`src/dac_ctrl_pkg.sv`:
```
// Function
// - Load pulse copies pending inputs to outputs together
// - Load tied low still updates outputs correctly
// - Address pin sets slave address low bit
// - Reference pin driven only with internal reference
// - Clear acts on falling edge, not serial clock
// - Clear held low blocks all load transfers
// - Clear loads input and output with clear code
// - Clear code resets to zero scale
// - Serial bus shifts 32-bit command word
// - Data line only pulled low or released
// - Eight channels, each input and output register
package dac_ctrl_pkg;
  localparam int          CHANNELS    = 8;
  localparam int          CODE_W      = 16;
  localparam int          WORD_W      = 32;
  localparam int          BYTE_W      = 8;
  localparam logic [5:0]  ADDR_UPPER  = 6'h2a;
  localparam logic [3:0]  BITS_DONE   = 4'h8;
  localparam logic [1:0]  LAST_BYTE   = 2'h3;
  localparam int          CMD_HI      = 23;
  localparam int          CMD_LO      = 20;
  localparam int          CH_HI       = 19;
  localparam int          CH_LO       = 16;
  localparam logic [3:0]  CH_ALL      = 4'hf;
  localparam logic [3:0]  CMD_WRITE   = 4'h0;
  localparam logic [3:0]  CMD_WR_UPD  = 4'h1;
  localparam logic [3:0]  CMD_CLR_SEL = 4'h2;
  localparam logic [3:0]  CMD_REF     = 4'h3;
  localparam logic [1:0]  CLR_ZERO    = 2'h0;
  localparam logic [1:0]  CLR_MID     = 2'h1;
  localparam logic [1:0]  CLR_FULL    = 2'h2;
endpackage

```
`src/octal_dac_update_clear_control.sv`:
```
`timescale 1ns/1ps
module octal_dac_update_clear_control #(
  parameter int CHANNELS = dac_ctrl_pkg::CHANNELS,
  parameter int CODE_W   = dac_ctrl_pkg::CODE_W
) (
  input  wire logic                           clock_i,
  input  wire logic                           reset_n_i,
  input  wire logic                           scl_i,
  input  wire logic                           sda_i,
  input  wire logic                           addr_lsb_pin,
  input  wire logic                           load_outputs_n,
  input  wire logic                           clear_outputs_n,
  output logic                                sda_o,
  output logic                                sda_oe_o,
  output logic                                ref_drive_en_o,
  output logic [CHANNELS-1:0][CODE_W-1:0]     channel_code_o
);
  typedef enum logic [3:0] {
    ST_IDLE = 4'h1,
    ST_ADDR = 4'h2,
    ST_DATA = 4'h4,
    ST_SKIP = 4'h8
  } state_t;

  logic                             rst_s1;
  logic                             rst_n;
  logic                             clr_s1;
  logic                             clr_s2;
  logic                             clr_prev;
  logic                             ld_s1;
  logic                             ld_s2;
  logic                             scl_rise;
  logic                             scl_fall;
  logic                             start_cond;
  logic                             stop_cond;
  logic                             sda_bit;
  logic                             addr_lsb;
  state_t                           state,      next_state;
  logic [dac_ctrl_pkg::BYTE_W-1:0]  shift,      next_shift;
  logic [3:0]                       bit_cnt,    next_bit_cnt;
  logic [1:0]                       byte_cnt,   next_byte_cnt;
  logic                             acking,     next_acking;
  logic [dac_ctrl_pkg::WORD_W-1:0]  word,       next_word;
  logic                             word_valid, next_word_valid;
  logic [CHANNELS-1:0][CODE_W-1:0]  in_reg,     next_in_reg;
  logic [CHANNELS-1:0][CODE_W-1:0]  out_reg,    next_out_reg;
  logic [CHANNELS-1:0]              pending,    next_pending;
  logic [1:0]                       clr_sel,    next_clr_sel;
  logic                             ref_on,     next_ref_on;
  logic                             clr_fall;
  logic                             load_active;
  logic [3:0]                       cmd;
  logic [3:0]                       ch_sel;
  logic [CODE_W-1:0]                data;

  function automatic logic [CODE_W-1:0] clear_value(input logic [1:0] sel);
    case (sel)
      dac_ctrl_pkg::CLR_MID:  clear_value = {1'b1, {(CODE_W-1){1'b0}}};
      dac_ctrl_pkg::CLR_FULL: clear_value = {CODE_W{1'b1}};
      default:                clear_value = '0;
    endcase
  endfunction

  function automatic logic channel_hit(input logic [3:0] sel, input int idx);
    channel_hit = (sel == dac_ctrl_pkg::CH_ALL) || (sel == 4'(idx));
  endfunction

  always_ff @(posedge clock_i or negedge reset_n_i) begin
    if (!reset_n_i) begin
      rst_s1 <= 1'b0;
      rst_n  <= 1'b0;
    end else begin
      rst_s1 <= 1'b1;
      rst_n  <= rst_s1;
    end
  end

  serial_target u_serial (
    .clock_i      (clock_i),
    .rst_n        (rst_n),
    .scl_i        (scl_i),
    .sda_i        (sda_i),
    .addr_lsb_pin (addr_lsb_pin),
    .scl_rise_o   (scl_rise),
    .scl_fall_o   (scl_fall),
    .start_o      (start_cond),
    .stop_o       (stop_cond),
    .sda_bit_o    (sda_bit),
    .addr_lsb_o   (addr_lsb)
  );

  // Address byte, then four acknowledged data bytes per word
  always_comb begin
    next_state      = state;
    next_shift      = shift;
    next_bit_cnt    = bit_cnt;
    next_byte_cnt   = byte_cnt;
    next_acking     = acking;
    next_word       = word;
    next_word_valid = 1'b0;
    if (start_cond) begin
      next_state    = ST_ADDR;
      next_bit_cnt  = '0;
      next_byte_cnt = '0;
      next_acking   = 1'b0;
    end else if (stop_cond) begin
      next_state  = ST_IDLE;
      next_acking = 1'b0;
    end else if (scl_rise && !acking && (state == ST_ADDR || state == ST_DATA)) begin
      next_shift   = {shift[dac_ctrl_pkg::BYTE_W-2:0], sda_bit};
      next_bit_cnt = bit_cnt + 4'h1;
    end else if (scl_fall) begin
      if (acking) begin
        next_acking  = 1'b0;
        next_bit_cnt = '0;
      end else if (bit_cnt == dac_ctrl_pkg::BITS_DONE) begin
        case (state)
          ST_ADDR: begin
            if (shift == {dac_ctrl_pkg::ADDR_UPPER, addr_lsb, 1'b0}) begin
              next_state  = ST_DATA;
              next_acking = 1'b1;
            end else begin
              next_state = ST_SKIP;
            end
          end
          ST_DATA: begin
            next_acking     = 1'b1;
            next_word       = {word[dac_ctrl_pkg::WORD_W-dac_ctrl_pkg::BYTE_W-1:0], shift};
            next_byte_cnt   = byte_cnt + 2'h1;
            next_word_valid = (byte_cnt == dac_ctrl_pkg::LAST_BYTE);
          end
          default: next_state = ST_SKIP;
        endcase
      end
    end
  end

  always_ff @(posedge clock_i or negedge rst_n) begin
    if (!rst_n) begin
      state      <= ST_IDLE;
      shift      <= '0;
      bit_cnt    <= '0;
      byte_cnt   <= '0;
      acking     <= 1'b0;
      word       <= '0;
      word_valid <= 1'b0;
    end else begin
      state      <= next_state;
      shift      <= next_shift;
      bit_cnt    <= next_bit_cnt;
      byte_cnt   <= next_byte_cnt;
      acking     <= next_acking;
      word       <= next_word;
      word_valid <= next_word_valid;
    end
  end

  assign cmd    = word[dac_ctrl_pkg::CMD_HI:dac_ctrl_pkg::CMD_LO];
  assign ch_sel = word[dac_ctrl_pkg::CH_HI:dac_ctrl_pkg::CH_LO];
  assign data   = word[CODE_W-1:0];

  // Clear edge is seen without any serial clock activity
  assign clr_fall    = clr_prev & ~clr_s2;
  assign load_active = ~ld_s2 & clr_s2;

  always_comb begin
    next_in_reg  = in_reg;
    next_out_reg = out_reg;
    next_pending = pending;
    next_clr_sel = clr_sel;
    next_ref_on  = ref_on;
    if (word_valid && cmd == dac_ctrl_pkg::CMD_CLR_SEL) begin
      next_clr_sel = data[1:0];
    end
    if (word_valid && cmd == dac_ctrl_pkg::CMD_REF) begin
      next_ref_on = data[0];
    end
    for (int i = 0; i < CHANNELS; i++) begin
      // Level-sensitive load also covers a pin tied low
      if (load_active && pending[i]) begin
        next_out_reg[i] = in_reg[i];
        next_pending[i] = 1'b0;
      end
      if (word_valid && channel_hit(ch_sel, i)) begin
        if (cmd == dac_ctrl_pkg::CMD_WRITE) begin
          next_in_reg[i]  = data;
          next_pending[i] = 1'b1;
        end else if (cmd == dac_ctrl_pkg::CMD_WR_UPD) begin
          next_in_reg[i]  = data;
          next_out_reg[i] = data;
          next_pending[i] = 1'b0;
        end
      end
      if (clr_fall) begin
        next_in_reg[i]  = clear_value(clr_sel);
        next_out_reg[i] = clear_value(clr_sel);
        next_pending[i] = 1'b0;
      end
    end
  end

  always_ff @(posedge clock_i or negedge rst_n) begin
    if (!rst_n) begin
      clr_s1   <= 1'b1;
      clr_s2   <= 1'b1;
      clr_prev <= 1'b1;
      ld_s1    <= 1'b1;
      ld_s2    <= 1'b1;
      in_reg   <= '0;
      out_reg  <= '0;
      pending  <= '0;
      clr_sel  <= dac_ctrl_pkg::CLR_ZERO;
      ref_on   <= 1'b0;
    end else begin
      clr_s1   <= clear_outputs_n;
      clr_s2   <= clr_s1;
      clr_prev <= clr_s2;
      ld_s1    <= load_outputs_n;
      ld_s2    <= ld_s1;
      in_reg   <= next_in_reg;
      out_reg  <= next_out_reg;
      pending  <= next_pending;
      clr_sel  <= next_clr_sel;
      ref_on   <= next_ref_on;
    end
  end

  assign sda_o          = 1'b0;
  assign sda_oe_o       = acking;
  assign ref_drive_en_o = ref_on;
  assign channel_code_o = out_reg;
endmodule

```
`src/serial_target.sv`:
```
`timescale 1ns/1ps
module serial_target (
  input  wire logic        clock_i,
  input  wire logic        rst_n,
  input  wire logic        scl_i,
  input  wire logic        sda_i,
  input  wire logic        addr_lsb_pin,
  output logic             scl_rise_o,
  output logic             scl_fall_o,
  output logic             start_o,
  output logic             stop_o,
  output logic             sda_bit_o,
  output logic             addr_lsb_o
);
  logic [2:0] scl_s;
  logic [2:0] sda_s;
  logic       lsb_s1;
  logic       lsb_s2;

  // Stage 1 feeds only stage 2; edges use stages 2 and 3
  assign scl_rise_o = scl_s[1] & ~scl_s[2];
  assign scl_fall_o = ~scl_s[1] & scl_s[2];
  assign start_o    = scl_s[1] & scl_s[2] & ~sda_s[1] & sda_s[2];
  assign stop_o     = scl_s[1] & scl_s[2] & sda_s[1] & ~sda_s[2];
  assign sda_bit_o  = sda_s[2];
  assign addr_lsb_o = lsb_s2;

  always_ff @(posedge clock_i or negedge rst_n) begin
    if (!rst_n) begin
      scl_s    <= 3'h7;
      sda_s    <= 3'h7;
      lsb_s1   <= 1'b0;
      lsb_s2   <= 1'b0;
    end else begin
      scl_s    <= {scl_s[1:0], scl_i};
      sda_s    <= {sda_s[1:0], sda_i};
      lsb_s1   <= addr_lsb_pin;
      lsb_s2   <= lsb_s1;
    end
  end
endmodule

```
`config.mk`:
```
export PLATFORM = sky130hd
export DESIGN_NAME = octal_dac_update_clear_control
export DESIGN_NICKNAME = d
export VERILOG_FILES = /design/src/dac_ctrl_pkg.sv /design/src/octal_dac_update_clear_control.sv /design/src/serial_target.sv
export SDC_FILE = /design/constraint.sdc
export NUM_CORES = 1
export LEC_CHECK = 0
export BUFFER_PORTS_ARGS = -buffer_cell sky130_fd_sc_hd__buf_2
export CAP_MARGIN = 10
export CORE_ASPECT_RATIO = 2
export CORE_MARGIN = 1
export CORE_UTILIZATION = 62
export DETAILED_ROUTE_END_ITERATION = 7
export PLACE_DENSITY = 0.79
export SETUP_SLACK_MARGIN = 0.1
export SLEW_MARGIN = 25
export SYNTH_ARGS = -nofsm -noshare
export SYNTH_HDL_FRONTEND = slang
export SYNTH_HIERARCHICAL = 1
export SYNTH_SLANG_ARGS = --single-unit
```
`constraint.sdc`:
```
create_clock -name clock_i -period 20.6 [get_ports clock_i]
set_input_delay 3.09 -clock clock_i [delete_from_list [all_inputs] [get_ports clock_i]]
set_output_delay 3.09 -clock clock_i [all_outputs]
set_load 0.03 [all_outputs]
```
==> impl_metrics.ini <==
[synthesis]
syn-cell-area_um2 = 14700
ys_types = 58
synth_edf_count = 0
synthTopCellsByCount = dfrtp_1, mux2_2, nand3_1
synthMostInstantiatedCell = dfrtp_1
ys_seq_area_frac = 0.555
netlist_instances = 1198
ys.flop_type = dfrtp_1
synth_top_area_share = 0.533
synth-seq-cells = 326
syn_avg_cell_area_um2 = 12.3
post-synth-top-area-cell = dfrtp_1
yosysWarnings = 6
synthArstFlopShare = 1.00
synth_area_leaders = dfrtp_1, mux2_2, o211ai_1, nand3_1, dfstp_2
syn-num-nets = 1209

[placement]
portBuffers = 136
preCtsSetupSlack_ns = 16.63
routabilityCongestion = 0.846
dp_hpwl_um = 26400
postPlaceCellArea_um2 = 15400

[clock_tree]
cts_sinks = 326
cts_buffer_depth = 3
cts_resized = 0
h-tree-depth = 1
cts_tree = built
clock_latency_ns = 0.57
post_cts_buffers = 0
numCtsBuffers = 28
holdBufCountCts = 0
cts_root_buf = clkbuf_16
clk_pin_slew_ns = 0.07

[timing]
tightest_slew_ns = 1.07
fmax_mhz = 228
tns_ns = 0
slew_headroom = 0.288
fin_crit_sh = 0.213
worst_slack_ns = 16.21
final-setup-viol-count = 0
skew_ns = 0.0179
rsz0062_at_grt = false
period_needed_ns = 4.39
timing_hold_violations_final = 0
drv_slew = 0

[floorplan]
core_area_um2 = 23300
die_h_um = 220
dieArea_um2 = 24400
die_w_um = 111
rows = 79
ios = 138
start_util = 0.632

[grt]
grt_pass1_wl_um = 63100
antenna_found_initial = 0
overflow = 0
grt_pass1_vias = 10500
grt_max_degree = 186
globalRouteTotalUtil = 0.344

[finish]
multi_input_area_um2 = 6080
regArea_um2 = 8180
layout-drive-gt1-share = 0.386
areaGrowthSynthToFinish_pct = 11.1
fill_cells = 1641
n_antenna_cell = 0
num-nets-final = 1276
fin_area_um2 = 16400

[pwr]
cellPowerDensity_nw_per_um2 = 76.8
total_leakage_power_nw = 8.17
ir_drop_uv = 78.9

[flow_run]
drv_cap = 0

[min_path]
min_path_type = flop to flop

[routing]
drt_iter0_markers = 1096
dr.pass1.iters = 7
wl_per_cell_um = 26.4
via_per_inst = 6.71
drc_errors = 20
wirelength_um = 41500
antenna_left = 0
num_vias = 10500

[critical_path]
cp_top_family = flip-flops
path_buf_inv = 1
slowest_stage = dfrtp_1
cp-start-kind = flop
critPathCaptureType = output pin
critPathMaxStageDelay_ns = 0.48
cp_cell_sequence = buf_2
critical_path_class = flop to output pin
crit_fanout = 2
cp.arrival_ns = 1.30
required_ns = 17.51

[outcome]
violations = DRC
status = finished with violations
## cell families after synthesis
| family | Yosys count | share of synthesized area |
|---|---|---|
| compound gates | 197 | 0.0997 |
| xor+xnor | 5 | 0.00297 |
| fa+ha+maj | 4 | 0.00340 |
| buf+inv | 121 | 0.0363 |
| flops | 326 | 0.555 |
| mux | 271 | 0.206 |
| other cells | 2 | 0.000510 |
| simple gates | 272 | 0.0963 |
## stage by stage
stage,util,instances,hold slack [ns],total power [mW]
2_1_floorplan,-,1198,0.331,0.723
3_3_place_gp,0.661,1516,0.335,0.740
3_5_place_dp,0.662,1517,0.344,0.742
4_1_cts,0.700,1568,0.357,1.26
5_1_grt,0.702,1569,0.357,1.29
6_report,0.702,1569,0.355,1.26
## worst register-to-register path, cell delays in order (launching register included)
cell,delay [ns]
dfstp_2,0.68
nand2b_4,0.59
buf_4,0.93
nand2_1,0.90
nand2_1,0.75
mux2_2,0.28
## where the power goes
part | internal [mW] | leakage (nW) | switching [mW]
combinational | 0.0209 | 3.30 | 0.0348
sequential | 0.658 | 4.43 | 0.0171
clock | 0.290 | 0.436 | 0.237
## final cells by class
| type | count | area share |
|---|---|---|
| clock buffers | 45 | 0.0511 |
| well taps | 283 | 0.0216 |
| inverters | 6 | 0.00138 |
| multi-input cells | 751 | 0.371 |
| clock inverters | 6 | 0.00352 |
| repair buffers | 152 | 0.0516 |
| flip-flops and latches | 326 | 0.500 |
## layer usage
layer  share of wire  vias to the layer above  global-route usage  routed length (um)
met5               0                        -                   0                   0
met4           0.080                        0               0.263                3330
met3           0.058                      146              0.0435                2420
met2            0.50                      483               0.572               20800
met1            0.36                     5359               0.411               15000
li1                -                     4533                   -                   -
## placed cells by master (no fill, tap or decap), drive strengths merged, types with 9 or more instances in the layout
cell type | synthesis | routed
o211ai | 125 | 125
a31oi | 31 | 31
clkbuf | 82 | 45
mux2i | 9 | 9
mux2 | 262 | 262
o21ai | 9 | 9
buf | 33 | 152
a21oi | 14 | 14
dfstp | 12 | 12
dfrtp | 314 | 314
nor2 | 42 | 42
nand2 | 45 | 45
nand3 | 128 | 128
## worst paths after layout
check / start / endpoint / depth (start not counted) / slack, ns
worst max-delay path: channel_code_o[24]$_DFF_PN0_ / channel_code_o[24] / 1 / 16.21
worst min-delay path: u_serial/lsb_s1$_DFF_PN0_ / u_serial/addr_lsb_o$_DFF_PN0_ / 0 / 0.35
worst max register to register: clr_s2$_DFF_PN1_ / in_reg[110]$_DFFE_PN0P_ / 5 / 16.41
worst min register to register: u_serial/lsb_s1$_DFF_PN0_ / u_serial/addr_lsb_o$_DFF_PN0_ / 0 / 0.35
max in group asynchronous: rst_n$_DFF_PN0_ / in_reg[24]$_DFFE_PN0P_ / 3 / 18.00
min in group asynchronous: rst_n$_DFF_PN0_ / channel_code_o[13]$_DFF_PN0_ / 0 / 0.43
Power figures use the tool's default switching activity.
